$ cat src/rtl/pic_pkg.sv
// Purpose: Shared constants and carriers for the priority interrupt controller
// Assumes: Single clock domain, all configuration supplied as plain ports
// Notes:   Source numbers index the vector table directly
package pic_pkg;
  localparam int unsigned NUM_SRC   = 86;
  localparam int unsigned VEC_W     = 7;
  localparam int unsigned LVL_W     = 2;
  localparam int unsigned BASE_W    = 14;
  localparam int unsigned ADDR_W    = BASE_W + VEC_W;
  localparam int unsigned FLO_W     = 16;
  localparam int unsigned FHI_W     = ADDR_W - FLO_W;
  localparam int unsigned NUM_LVL   = 4;
  localparam int unsigned PRIO_W    = NUM_SRC * LVL_W;

  localparam logic [VEC_W-1:0]  EXT_A_IDX   = 7'h0_002;
  localparam logic [VEC_W-1:0]  EXT_B_IDX   = 7'h0_003;
  localparam logic [LVL_W-1:0]  PRIO_OFF    = 2'h0;
  localparam logic [LVL_W-1:0]  FAST_LVL    = 2'h2;
  localparam logic [ADDR_W-1:0] RESET_ADDR  = 21'h00_0000;
  localparam logic [BASE_W-1:0] BASE_RST    = 14'h0_000;

  typedef struct packed {
    logic [VEC_W-1:0] match;
    logic [FLO_W-1:0] addr_low;
    logic [FHI_W-1:0] addr_high;
  } pic_fast_cfg_t;

  typedef struct packed {
    logic              pending;
    logic              fast;
    logic [LVL_W-1:0]  level;
    logic [VEC_W-1:0]  vec_num;
    logic [ADDR_W-1:0] vec_addr;
  } pic_sel_t;

  typedef enum logic [1:0] {
    PIC_BOOT = 2'b01,
    PIC_RUN  = 2'b10
  } pic_state_t;
endpackage

$ cat src/rtl/pic_lowest_enc.sv
// Purpose: Lowest-index priority encoder over all sources
// Assumes: Request vector is stable within the cycle
// Notes:   Purely combinational; one instance per priority level
`timescale 1ns/1ps
`default_nettype none
module pic_lowest_enc (
  input  wire logic [pic_pkg::NUM_SRC-1:0] req_i,   // Active requests of one level
  output logic                             found_o, // Any request active
  output logic [pic_pkg::VEC_W-1:0]        idx_o    // Lowest active index
);
  always_comb
  begin
    found_o = 1'b0;
    idx_o   = '0;
    // Scan downward so the lowest index is written last
    for (int i = pic_pkg::NUM_SRC - 1; i >= 0; i--)
    begin
      if (req_i[i])
      begin
        found_o = 1'b1;
        idx_o   = pic_pkg::VEC_W'(i);
      end
    end
  end
endmodule
`default_nettype wire

$ cat src/rtl/pic_arbiter.sv
// Purpose: Priority interrupt controller (interrupt_arbiter_unit) top level
// Assumes: Inputs synchronous to mclk_i; configuration arrives as plain ports
// Notes:   Selection is registered, so the address trails a level request by one cycle and an edge-mode external request by two
//
// How it works
// [RULE1] Eighty-six sources, each programmable to one of four levels.
// [RULE2] Within a level the lowest active vector number wins.
// [RULE3] Normal vector address is vector base joined with vector number.
// [RULE4] Pending flag and jump address are presented to the core.
// [RULE5] Core mask bits: 00 all, 01 drops 0, 10 drops 0-1, 11 only 3.
// [RULE6] Current level code must be reached; code 11 admits only level 3.
// [RULE7] Software sets fast source to level 2 and loads match and address.
// [RULE8] Level 2 request matching a fast slot uses that slot's address.
// [RULE9] Fast address is already presented before the core accepts.
// [RULE10] Core starts fast handling only if fetched op is not subroutine jump.
// [RULE11] After reset the initial fetch address is driven out.
// [RULE12] Functional mode is entered at reset without configuration.
// [RULE13] In wait or stop a pending request asks for clocks to restart.
// [RULE14] Only requests enabled before low-power entry may wake.
// [RULE15] External requests turn low-level sensitive in wait and stop.
// [RULE16] In stop only CAN, external requests and reset can wake.
// [RULE17] Priority, vector and match settings are reachable by software.
// [RULE18] Priority code 00 disables; nonzero codes start at level 0 or 1.
// [RULE19] Vector number is carried on seven bits.
`timescale 1ns/1ps
`default_nettype none
module pic_arbiter (
  input  wire logic                         mclk_i,            // System clock, 125 MHz
  input  wire logic                         rst_n_i,           // Sync reset, active low
  input  wire logic [pic_pkg::NUM_SRC-1:0]  irq_req_i,         // Peripheral requests, high
  input  wire logic                         ext_request_a_n_i, // External request A pin
  input  wire logic                         ext_request_b_n_i, // External request B pin
  input  wire logic                         ext_a_edge_i,      // A falling-edge mode
  input  wire logic                         ext_b_edge_i,      // B falling-edge mode
  input  wire logic [pic_pkg::PRIO_W-1:0]   prio_code_i,       // Two-bit code per source [RULE17]
  input  wire logic [pic_pkg::NUM_SRC-1:0]  prio_from0_i,      // Codes start at level 0
  input  wire logic [pic_pkg::BASE_W-1:0]   vector_base_value_i, // Vector table base
  input  wire pic_pkg::pic_fast_cfg_t       fast_cfg_0_i,      // Fast slot 0 settings
  input  wire pic_pkg::pic_fast_cfg_t       fast_cfg_1_i,      // Fast slot 1 settings
  input  wire logic [1:0]                   core_mask_i,       // Core status word mask
  input  wire logic [pic_pkg::LVL_W-1:0]    current_level_code_i, // Level in service
  input  wire logic                         ack_i,             // Core took the exception
  input  wire logic [pic_pkg::VEC_W-1:0]    ack_vec_i,         // Vector taken by core
  input  wire logic                         wait_mode_i,       // Wait mode active
  input  wire logic                         stop_mode_i,       // Stop mode active
  input  wire logic [pic_pkg::NUM_SRC-1:0]  stop_wake_src_i,   // Sources alive in stop
  output pic_pkg::pic_sel_t                 sel_o,             // Registered selection
  output logic [pic_pkg::ADDR_W-1:0]        addr_o,            // Fetch or vector address
  output logic                              boot_fetch_o,      // Initial fetch cycle
  output logic                              wake_o             // Clock restart request
);
  // ---------------------------------------------------------------
  // Helper functions
  // ---------------------------------------------------------------
  // Returns {enabled, level} for a code and its numbering start
  function automatic logic [2:0] eff_level(input logic [1:0] code, input logic from0);
    logic [1:0] lvl;
    lvl = from0 ? (code - 2'h1) : code;
    eff_level = {code != pic_pkg::PRIO_OFF, lvl};
  endfunction

  // Shared by core mask and current level code: both need level >= code
  function automatic logic level_ok(input logic [1:0] lvl, input logic [1:0] code);
    level_ok = (lvl >= code);
  endfunction

  // ---------------------------------------------------------------
  // State
  // ---------------------------------------------------------------
  pic_pkg::pic_state_t            state_reg, state_next;
  pic_pkg::pic_sel_t              sel_reg, sel_next;
  logic [pic_pkg::NUM_SRC-1:0]    en_snap_reg, en_snap_next;
  logic                           lp_prev_reg, lp_prev_next;
  logic                           wake_reg, wake_next;
  logic [1:0]                     pin_prev_reg, pin_prev_next;
  logic [1:0]                     edge_pend_reg, edge_pend_next;

  logic                           low_power;
  logic [1:0]                     pin_low;
  logic [1:0]                     edge_mode;
  logic [pic_pkg::VEC_W-1:0]      ext_idx [2];
  logic [pic_pkg::NUM_SRC-1:0]    src_req;
  logic [pic_pkg::NUM_SRC-1:0]    src_en;
  logic [pic_pkg::NUM_SRC-1:0]    lvl_req [pic_pkg::NUM_LVL];
  logic [pic_pkg::NUM_LVL-1:0]    lvl_found;
  logic [pic_pkg::VEC_W-1:0]      lvl_idx [pic_pkg::NUM_LVL];

  assign low_power  = wait_mode_i | stop_mode_i;
  assign pin_low    = {~ext_request_b_n_i, ~ext_request_a_n_i};
  assign edge_mode  = {ext_b_edge_i, ext_a_edge_i};
  assign ext_idx[0] = pic_pkg::EXT_A_IDX;
  assign ext_idx[1] = pic_pkg::EXT_B_IDX;

  // ---------------------------------------------------------------
  // Source conditioning and level sorting
  // ---------------------------------------------------------------
  genvar gs;
  generate
    for (gs = 0; gs < pic_pkg::NUM_SRC; gs++)
    begin : g_src
      logic [2:0] el;
      logic       raw;
      assign el = eff_level(prio_code_i[gs*2 +: 2], prio_from0_i[gs]);  // [RULE1] [RULE18]
      always_comb
      begin
        raw = irq_req_i[gs];
        if (gs == int'(pic_pkg::EXT_A_IDX))
          raw = (edge_mode[0] && !low_power) ? edge_pend_reg[0] : pin_low[0];  // [RULE15]
        else if (gs == int'(pic_pkg::EXT_B_IDX))
          raw = (edge_mode[1] && !low_power) ? edge_pend_reg[1] : pin_low[1];  // [RULE15]
      end
      assign src_req[gs] = raw;
      assign src_en[gs]  = el[2];
      for (genvar gl = 0; gl < pic_pkg::NUM_LVL; gl++)
      begin : g_lvl
        assign lvl_req[gl][gs] = raw && el[2] && (el[1:0] == 2'(gl));
      end
    end

    for (gs = 0; gs < pic_pkg::NUM_LVL; gs++)
    begin : g_enc
      pic_lowest_enc u_enc (                                         // [RULE2]
        .req_i   (lvl_req[gs]),
        .found_o (lvl_found[gs]),
        .idx_o   (lvl_idx[gs])
      );
    end
  endgenerate

  // ---------------------------------------------------------------
  // Next-state logic
  // ---------------------------------------------------------------
  always_comb
  begin
    logic [1:0]                    lvl;
    logic [pic_pkg::VEC_W-1:0]     num;
    logic                          hit0;
    logic                          hit1;
    logic [pic_pkg::NUM_SRC-1:0]   wake_src;
    lvl      = '0;
    num      = '0;
    hit0     = 1'b0;
    hit1     = 1'b0;
    wake_src = '0;

    state_next = pic_pkg::PIC_RUN;                                   // [RULE12]
    unique case (state_reg)
      pic_pkg::PIC_BOOT: state_next = pic_pkg::PIC_RUN;
      pic_pkg::PIC_RUN:  state_next = pic_pkg::PIC_RUN;
      default:           state_next = pic_pkg::PIC_RUN;
    endcase

    // Highest accepted level wins; within it the encoder picked the number
    sel_next = '0;
    for (int l = 0; l < pic_pkg::NUM_LVL; l++)
    begin
      if (lvl_found[l] && level_ok(2'(l), core_mask_i)               // [RULE5]
          && level_ok(2'(l), current_level_code_i))                  // [RULE6]
      begin
        lvl = 2'(l);
        num = lvl_idx[l];                                            // [RULE19]
        sel_next.pending = 1'b1;                                     // [RULE4]
      end
    end
    hit0 = (num == fast_cfg_0_i.match);
    hit1 = (num == fast_cfg_1_i.match);
    sel_next.level   = lvl;
    sel_next.vec_num = num;
    // Fast decision made here, ahead of the core's acceptance
    sel_next.fast    = sel_next.pending && (lvl == pic_pkg::FAST_LVL)
                       && (hit0 || hit1);                            // [RULE8] [RULE9]
    if (sel_next.fast && hit0)
      sel_next.vec_addr = {fast_cfg_0_i.addr_high, fast_cfg_0_i.addr_low};  // [RULE8]
    else if (sel_next.fast)
      sel_next.vec_addr = {fast_cfg_1_i.addr_high, fast_cfg_1_i.addr_low};  // [RULE8]
    else
      sel_next.vec_addr = {vector_base_value_i, num};                // [RULE3]

    // Falling-edge catch; a new edge in the ack cycle is kept
    pin_prev_next  = pin_low;
    edge_pend_next = edge_pend_reg;
    for (int e = 0; e < 2; e++)
    begin
      if (ack_i && (ack_vec_i == ext_idx[e]))
        edge_pend_next[e] = 1'b0;
      // Only latch in edge mode, so a later switch to edge mode sees no stale edge
      if (edge_mode[e] && pin_low[e] && !pin_prev_reg[e])
        edge_pend_next[e] = 1'b1;                                    // [RULE15]
    end

    // Enable set frozen at the moment of low-power entry
    lp_prev_next = low_power;
    en_snap_next = en_snap_reg;
    if (low_power && !lp_prev_reg)
      en_snap_next = src_en;                                         // [RULE14]
    wake_src = src_req & en_snap_reg;
    if (stop_mode_i)
      wake_src = wake_src & stop_wake_src_i;                         // [RULE16]
    wake_next = low_power && lp_prev_reg && (|wake_src);             // [RULE13]
  end

  // ---------------------------------------------------------------
  // Registers
  // ---------------------------------------------------------------
  always_ff @(posedge mclk_i)
  begin
    if (!rst_n_i)
    begin
      state_reg     <= pic_pkg::PIC_BOOT;
      sel_reg       <= '0;
      en_snap_reg   <= '0;
      lp_prev_reg   <= 1'b0;
      wake_reg      <= 1'b0;
      pin_prev_reg  <= 2'h0;
      edge_pend_reg <= 2'h0;
    end
    else
    begin
      state_reg     <= state_next;
      sel_reg       <= sel_next;
      en_snap_reg   <= en_snap_next;
      lp_prev_reg   <= lp_prev_next;
      wake_reg      <= wake_next;
      pin_prev_reg  <= pin_prev_next;
      edge_pend_reg <= edge_pend_next;
    end
  end

  // ---------------------------------------------------------------
  // Outputs
  // ---------------------------------------------------------------
  // Reset address held through reset and the first cycle after it
  assign boot_fetch_o = (state_reg == pic_pkg::PIC_BOOT);            // [RULE11]
  assign addr_o       = boot_fetch_o ? pic_pkg::RESET_ADDR : sel_reg.vec_addr;  // [RULE11]
  assign sel_o        = sel_reg;
  assign wake_o       = wake_reg;
endmodule
`default_nettype wire

$ cat config.mk
export PLATFORM = sky130hd
export DESIGN_NAME = pic_arbiter
export DESIGN_NICKNAME = d
export VERILOG_FILES = /design/src/rtl/pic_pkg.sv /design/src/rtl/pic_lowest_enc.sv /design/src/rtl/pic_arbiter.sv
export SDC_FILE = /design/constraint.sdc
export NUM_CORES = 1
export LEC_CHECK = 0
export BUFFER_PORTS_ARGS = -buffer_cell sky130_fd_sc_hd__buf_4
export CORE_AREA = 2 2 225 227
export DETAILED_ROUTE_END_ITERATION = 16
export DIE_AREA = 0 0 227 229
export HOLD_SLACK_MARGIN = 0.03
export PLACE_DENSITY = 0.59
export SLEW_MARGIN = 20
export SYNTH_ARGS = -nofsm -noshare
export SYNTH_HDL_FRONTEND = slang
export SYNTH_HIERARCHICAL = 1
export SYNTH_SLANG_ARGS = --single-unit
export TNS_END_PERCENT = 50
$ cat constraint.sdc
create_clock -name mclk_i -period 5.1 [get_ports mclk_i]
set_input_delay 0.765 -clock mclk_i [delete_from_list [all_inputs] [get_ports mclk_i]]
set_output_delay 0.765 -clock mclk_i [all_outputs]
set_load 0.01 [all_outputs]
### Word-level counts from Yosys, hierarchy flattened

Index checks and enable logic that the tools add are counted.

* equality and inequality tests: 264
* order comparisons: 8
* multiplexer cells: 796
* shifts and indexed selects: 0
* reduce and logical (&&, ||, !) cells: 632
* add/subtract/negate cells: 86
* bitwise gates (word level): 5
* div/mod/pow operators: 0
* $mul: 0

Operator list (count)
* $mux 7: 348
* $logic_and 1x1->1: 452
* $mux 1: 355
* $eq 2x2->1 const B: 173
* $mux 2: 89
* $reduce_bool 2->1: 88
* $eq 2x1->1 const B: 87
* $and 86x86->86: 2
* $logic_not 2->1: 86
* $sub 2x1->2 const B: 86
* $mux 86: 1
* $reduce_or 86->1: 1
* $mux 21: 3
* $eq 7x2->1 const B: 2
* $eq 7x7->1: 2
* $ge 1x2->1 const A: 4
* $ge 2x2->1 const A: 4
* $logic_not 1->1: 4
* $not 1->1: 2
* $logic_or 1x1->1: 1
* $or 1x1->1: 1

* input port bits: 520
* output and inout bits: 55
* latch bits: 0
* memories: 0
* RAM bits: 0
* word-level logic and storage cells: 1803
* memory bits (read-only): 0
* flip-flop bits (word level): 126

### Longest topological paths before layout

Gate-level depths: netlist of the first run.

* depth after elaboration: 101
* gate-level depth with buffers: 21
* depth with buffers taken out: 20

### Modules after synthesis

Netlist of the first run, hierarchy kept.

By module, submodules not included
* pic_arbiter: area each 14316.2 µm², instances 1, cells each 2277, seq. area each 2522.4 µm²
* pic_lowest_enc: area each 1073.5 µm², instances 4, cells each 200, seq. area each 0.0 µm²

### Worst setup path before layout of the first run

Ideal clock, no wire load.

* path type: input to register
* start point: input port prio_code_i[28] (netlist bit)
* end point: register sel_reg (netlist bit sel_o[18])
* arrival time: 4.403 ns
* data required time: 5.038 ns
* cell stages on the path: 17
* library setup time: 0.062 ns
* buffers on the path: 1
* setup slack: 0.635 ns
* cells stage by stage: inv_1 > ha_1 > inv_1 > a31oi_1 > nor2_1 > or4_4 > or4_1 > a211oi_1 > a21oi_1 > a211oi_2 > xor2_1 > or4_1 > a31oi_1 > nand4_1 > buf_2 > or4_1 > nand3_1

RTL lines
* start, declared: RTL line pic_arbiter.sv:35 `input wire logic [pic_pkg::PRIO_W-1:0] prio_code_i,`
* end signal, assigned: RTL line pic_arbiter.sv:220 `sel_reg <= sel_next;`
* end, declared: RTL line pic_arbiter.sv:71 `pic_pkg::pic_sel_t sel_reg, sel_next;`

==> reports/summary.txt, run 1 <==
status - finished, final reports clean
Internal - 0.00293 W
post-synthesis sequential area ratio - 13.6%
Post-Syn Instances - 3077
Die Area - 52000 sq um
area of the core - 49700 sq um
main flop type after synthesis - dfxtp_1
CTS Hold Bufs - 0
# Post-CTS Setup Buffers - 0
FF-to-FF Start - edge_pend_reg[0]
post-route ant nets - 0
setup_tns - 0 ns
crit-path cells - buf_4 > inv_1 > ha_1 > buf_4 > nand3b_1 > a21oi_1 > or4_1 > nor3_1 > nand2_1 > nor3_1 > nand3_1 > buf_4 > or4_1 > a31oi_1 > nand4_1 > buf_4 > or4_1 > nand3_1
clock share of power - 25.8%
actual slew at the worst max-slew pin - 1.06 ns
P_sw - 0.00227 W
CP required - 5.53 ns
Root Driver - clkbuf_16
max FFs per register - 86
first-pass GRT wire length - 153 mm
Synth area leaders - dfxtp_1 (14%), nor2_1 (13%), a21oi_1 (8.4%)
CTS tree - yes
Routed WL - 105 mm
antenna violations before repair - 13
Hold Violations, Final - 0
Clock Latency Late Sink - 0.50 ns
P&R area growth vs syn - 39.7%
Avg Inst Size Synth - 6.05 sq um
Logic pwr share - 52.7%
Fill cells - 5081
pin count of the biggest net entering global routing - 89
post-CTS sizing - 0
number of synthesized register bits - 126
ratio of cells with drive above 1 in the final layout - 23.2%
initial core utilization - 37.5%
Final Setup Violations - 0
setup ws final - 0.192 ns
power share of the sequential group - 21.5%
Ys Warns - 6
total nets after synthesis - 3683
Setup CP Type - in2reg
vias in the first global route - 25200
critical path depth in cells - 18
Clock transition at path regs - 0.06 ns
io pins - 575
fin crit period - 4.91 ns
cell accounting for the most synthesized area - dfxtp_1
top cell type's share of synthesized area - 13.6%
CTS Sinks - 126
EDFF count, synth - 0
Fmax - 0.204 GHz
Switching Fraction - 43.7%
# DRC - 0
Max VDD drop - 0.261 mV
Setup WS pre-CTS - -0.283 ns
fin. max-slew vios - 0
Yosys cell types - 70
area of the multi-input gates - 14700 sq um
crit end category - register
ys async rst share - 0%
crit path capture - sel_o[14]
max incr delay on CP - 0.70 ns
Vias/cell - 6.05
Hold Path Class - in2reg
# rows - 82
wire per inst - 23.3 um
Slowest-stage cell, CP - nor3_1
CTS max path bufs - 2
final layout net count - 4442
Clock H-tree levels - 4
IO Port Bufs - 572
Worst EP arrival - 5.34 ns
Power Density - 200 nW/um^2
Initial DRC Count - 2863
DP HPWL - 90.2 mm
total grt overflow - 0
die height - 229 um
path depth of the worst reg2reg path - 18
P_leak - 11.8 nW
Most common cell on crit path - buf_4
Startpoint Class - input pin
cts bufs inserted - 17
vias - 27400
FF/Latch Area - 2520 sq um
reg-to-reg slack, setup - 0.93 ns
Syn Std Cell Area - 18600 sq um
worst-path fanout max - 28
RSZ-0062 raised after global routing - false
DRT Pass-1 Iters - 8
GR Util All Layers - 39.2%
Final period util - 96.2%
critical path launch point - prio_code_i[158]
Slew headroom - 29.5%
gpl congestion - 1.03
WP buf/inv - 5
max capacitance violation total - 0
die span in x - 227 um
Post-Route Skew - 0.00743 ns
delay-heaviest family, CP - simple AND/OR/NAND/NOR gates
R2R Path End - sel_o[14]
-- cell type report --
cell class	instances	share of cell area (%)
sequential	126	9.70
multi-input combinational	2587	56.7
antenna	11	0.106
tap	672	3.23
timing repair buffer	820	23.9
clock inverter	14	0.616
inverter	284	4.11
clock buffer	17	1.64
-- placed cells by master, fill, tap and decap left out, drive strengths merged, types with 13 or more instances in the layout --
cell type    n
nand2      156
nand3      116
o2111ai     18
clkbuf      17
nand3b      39
ha          86
nand2b     107
o211ai     107
nor2       631
o21ai       54
or3        101
nor3       236
and3        57
or4         40
a31oi      144
o21bai      13
a211oi     104
dfxtp      126
buf        820
o31ai       16
inv        289
nand4       34
nor4        72
a21oi      312
o21a        13
and2        31
-- power groups by stage --
| stage | Sequential (W) | Clock (W) | Combinational, W |
|---|---|---|---|
| 6_report | 0.00112 | 0.00134 | 0.00275 |
| 5_1_grt | 0.00113 | 0.00140 | 0.00294 |
| 4_1_cts | 0.00112 | 0.00136 | 0.00267 |
| 3_5_place_dp | 0.00114 | 0 | 0.00266 |
| 3_3_place_gp | 0.00114 | 0 | 0.00260 |
| 2_1_floorplan | 0.00113 | 0 | 0.00133 |
-- Yosys cell counts (all sizes together) (13+ instances only) --
cell type	count
dfxtp	126
inv	284
o211ai	107
clkbuf	64
nor2	631
or4	40
a211oi	104
ha	86
o21ai	54
buf	16
o31ai	16
o21a	13
nor3	236
a21oi	312
nor4	72
nand2b	107
a31oi	144
nand2	156
and3	57
nand4	34
and2	31
or3	101
nand3	116
nand3b	39
o2111ai	18
o21bai	13
-- cell families (layout without fill, tap and decap cells) --
group | count (synthesis) | count (layout) | share of synthesized area [%]
xor gates and xnor gates | 8 | 8 | 0.377
other | 0 | 11 | 0
and+or+nand+nor | 1639 | 1639 | 43.0
muxes | 3 | 3 | 0.168
buffers and inverters | 364 | 1135 | 7.40
DFF | 126 | 126 | 13.6
AOI/OAI and AO/OA | 851 | 851 | 29.7
adders and majority gates | 86 | 86 | 5.78
-- worst min-delay path by stage --
stage                      startpoint          endpoint  slack (ns)  cells after the start
floorplan                 lp_prev_reg            wake_o        0.43                      1
global placement     edge_pend_reg[1]  edge_pend_reg[1]        0.47                      2
detailed placement        lp_prev_reg            wake_o        0.48                      1
CTS                 ext_request_b_n_i   pin_prev_reg[1]        0.40                      2
global route        ext_request_b_n_i   pin_prev_reg[1]        0.42                      2
finish              ext_request_b_n_i   pin_prev_reg[1]        0.44                      2
-- stage by stage --
stage | instance area, sq um | instances | hold slack, ns | util (%) | total power (W)
6_report | 26000 | 4531 | 0.438 | 52.3 | 0.00521
5_1_grt | 26000 | 4527 | 0.419 | 52.3 | 0.00547
4_1_cts | 25900 | 4520 | 0.401 | 52.2 | 0.00515
3_5_place_dp | 25400 | 4489 | 0.476 | 51.1 | 0.00380
3_3_place_gp | 25400 | 4489 | 0.471 | 51.1 | 0.00374
2_1_floorplan | 18600 | 3077 | 0.428 | - | 0.00246
-- worst reg2reg max path, cell delays in order (launching register included) --
cell      delay [ns]
dfxtp_1         0.33
nor2_1          0.05
a21oi_1         0.35
nand2b_1        0.19
nor2_1          0.30
inv_1           0.08
a21oi_1         0.14
nor2_1          0.07
nor3_1          0.18
o211ai_1        0.20
a21oi_1         0.26
a211oi_4        0.07
xor2_1          0.17
or4_1           0.47
a31oi_1         0.22
nand4_1         0.14
buf_4           0.25
or4_1           0.55
nand3_1         0.11
-- routing by layer --
metal | track usage (%) | part of all wire (%) | routed length, um
met2 | 62.4 | 44 | 46800
met1 | 50.6 | 41 | 43100
met4 | 18.3 | 5.1 | 5330
met3 | 7.98 | 9.6 | 10200
met5 | 0 | 0.035 | 37
No activity file was read; power rests on OpenSTA's default activity.
==> run 2: changes to the inputs <==
- CORE_AREA: 2 2 225 227 -> default
- CORE_MARGIN: default -> 2
- CORE_UTILIZATION: default -> 25
- DIE_AREA: 0 0 227 229 -> default
- PLACE_DENSITY: 0.59 -> 0.42
==> run 2 against run 1 <==
  * Power rose by 1.8%
  * First-iteration DRC count fell by 25%
  * Non-clock buffer count rose by 50
  * Critical endpoint is now sel_o[1]
  * Worst setup slack improved by 0.099 ns
  * Highest routed layer unchanged
  * Sequential power barely moved
  * Clock power rose by 3%
  * Count of clock-buffer cells in the layout did not move
==> reports/summary.txt, run 2 (synthesized netlist as in run 1, its figures left out) <==
critical path depth in cells - 23 (was 18)
Setup WS pre-CTS - -0.328 ns (was -0.283 ns)
Fmax - 0.208 GHz (was 0.204 GHz)
WHS Endpoint - pin_prev_reg[0] (was pin_prev_reg[1])
CTS max path bufs - 2 (unchanged)
Hold Violations, Final - 0 (unchanged)
max FFs per register - 86 (unchanged)
FF-to-FF Start - edge_pend_reg[1] (was edge_pend_reg[0])
Vias/cell - 5.33 (was 6.05)
grt met2 use - 46.2% (was 62.4%)
FF/Latch Area - 2520 sq um (unchanged)
max capacitance violation total - 0 (unchanged)
Max VDD drop - 0.187 mV (was 0.261 mV)
Startpoint Class - input pin (unchanged)
gpl congestion - 0.994 (was 1.03)
overall power - 0.00530 W (was 0.00521 W)
hold depth - 2 (unchanged)
area of the core - 74100 sq um (was 49700 sq um)
Routed WL - 111 mm (was 105 mm)
pin count of the biggest net entering global routing - 53 (was 89)
actual slew at the worst max-slew pin - 0.905 ns (was 1.06 ns)
R2R Path End - sel_o[4] (was sel_o[14])
Final period util - 94.3% (was 96.2%)
# DRC - 0 (unchanged)
Slowest-stage cell, CP - or4_4 (was nor3_1)
busiest metal layer after global routing - met2 (unchanged)
setup ws final - 0.291 ns (was 0.192 ns)
Final Setup Violations - 0 (unchanged)
cts bufs inserted - 17 (unchanged)
Final Cell Area - 26800 sq um (was 26000 sq um)
WP buf/inv - 6 (was 5)
area of the multi-input gates - 14800 sq um (was 14700 sq um)
wire per inst - 22.8 um (was 23.3 um)
Clock H-tree levels - 4 (unchanged)
io pins - 575 (unchanged)
Post-Route Skew - 0.0176 ns (was 0.00743 ns)
fin crit period - 4.81 ns (was 4.91 ns)
final layout net count - 4492 (was 4442)
Power Density - 198 nW/um^2 (was 200 nW/um^2)
reg-to-reg slack, setup - 0.89 ns (was 0.93 ns)
RSZ-0062 raised after global routing - false (unchanged)
Hold Path Class - in2reg (unchanged)
most frequent cells in the layout - buf_4 (862), nor2_1 (629), a21oi_1 (311), inv_1 (282), nor3_1 (235) (was buf_4 (816), nor2_1 (630), a21oi_1 (311), inv_1 (282), nor3_1 (234))
P_leak - 12.1 nW (was 11.8 nW)
delay-heaviest family, CP - compound AO/OA/AOI/OAI gates (was simple AND/OR/NAND/NOR gates)
setup_tns - 0 ns (unchanged)
post-route ant nets - 0 (unchanged)
path depth of the worst reg2reg path - 20 (was 18)
Initial DRC Count - 2144 (was 2863)
die span in x - 277 um (was 227 um)
die height - 277 um (was 229 um)
status - finished, final reports clean (unchanged)
Clock Latency Late Sink - 0.50 ns (about the same)
ratio of cells with drive above 1 in the final layout - 24.3% (was 23.2%)
GR Util met1 - 36.9% (was 50.6%)
vias - 26000 (was 27400)
DP HPWL - 96.7 mm (was 90.2 mm)
CP required - 5.50 ns (was 5.53 ns)
Fill cells - 8198 (was 5081)
Worst EP arrival - 5.21 ns (was 5.34 ns)
# rows - 100 (was 82)
fin. max-slew vios - 0 (unchanged)
antenna violations before repair - 14 (was 13)
crit end category - register (unchanged)
GR Util All Layers - 28.0% (was 39.2%)
worst-path fanout max - 16 (was 28)
CTS tree - yes (unchanged)
CTS Sinks - 126 (unchanged)
P&R area growth vs syn - 44.1% (was 39.7%)
most common cell after layout, fill and taps aside - buf_4 (unchanged)
Most common cell on crit path - buf_4 (unchanged)
DRT Pass-1 Iters - 5 (was 8)
Setup CP Type - in2reg (unchanged)
crit-path cells - buf_4 > inv_1 > ha_1 > nor2_1 > a21oi_1 > nor2_1 > nand2b_1 > a221o_1 > a221oi_2 > buf_4 > o21ai_2 > a221oi_4 > o221ai_1 > buf_4 > a211oi_4 > xor2_1 > or4_4 > a31oi_4 > nand4_1 > buf_6 > buf_12 > or3_4 > a32o_1 (was buf_4 > inv_1 > ha_1 > buf_4 > nand3b_1 > a21oi_1 > or4_1 > nor3_1 > nand2_1 > nor3_1 > nand3_1 > buf_4 > or4_1 > a31oi_1 > nand4_1 > buf_4 > or4_1 > nand3_1)
first-pass GRT wire length - 158 mm (was 153 mm)
Hold WS - 0.420 ns (was 0.438 ns)
Post-DP Area - 26100 sq um (was 25400 sq um)
hold_sp - ext_request_a_n_i (was ext_request_b_n_i)
Die Area - 76600 sq um (was 52000 sq um)
Slew headroom - 39.1% (was 29.5%)
max incr delay on CP - 0.53 ns (was 0.70 ns)
IO Port Bufs - 572 (unchanged)
Root Driver - clkbuf_16 (unchanged)
Clock transition at path regs - 0.08 ns (was 0.06 ns)
total grt overflow - 0 (unchanged)
initial core utilization - 25.1% (was 37.5%)
met3 usage - 4.83% (was 7.98%)
CTS Hold Bufs - 0 (unchanged)
vias in the first global route - 24000 (was 25200)
-- run 2: how the worst max path moves through the flow --
stage | startpoint | endpoint
after floorplan | prio_code_i[28] | sel_o[18]
after global placement | prio_code_i[162] | sel_o[12]
after detailed placement | prio_code_i[162] | sel_o[1]
after CTS | prio_code_i[162] | sel_o[1]
after global routing | prio_code_i[170] | sel_o[8]
final | prio_code_i[170] | sel_o[1]
-- run 2: where the power goes --
group / switching, W / internal, W / total (W)
combinational: 0.00162 / 0.00117 / 0.00280
sequential: 0.0000479 / 0.00107 / 0.00112
clock: 0.000650 / 0.000735 / 0.00138
total: 0.00232 / 0.00298 / 0.00530
-- run 2: cell type report --
cell class | instances | share of cell area, %
tap | 969 | 4.52
multi-input combinational | 2587 | 55.1
clock inverter | 15 | 0.648
timing repair buffer | 870 | 24.7
antenna | 6 | 0.0560
clock buffer | 17 | 1.59
sequential | 126 | 9.40
inverter | 284 | 3.99
-- run 2: through the flow --
step | instances | util [%]
finish | 4874 | 36.2
global route | 4873 | 36.2
CTS | 4867 | 36.1
detailed placement | 4835 | 35.3
global placement | 4835 | 35.3
floorplan | 3077 | -
-- run 2: metal layers --
metal  wire, um  part of all wire (%)
met1      49700                    45
met5         60                 0.054
met3       7170                   6.4
met2      51000                    46
met4       3340                   3.0
-- run 2: repair_timing --
action	in CTS	in global routing
buffers inserted	0	1
gates resized for setup	0	11
endpoints found under the setup margin	0	22
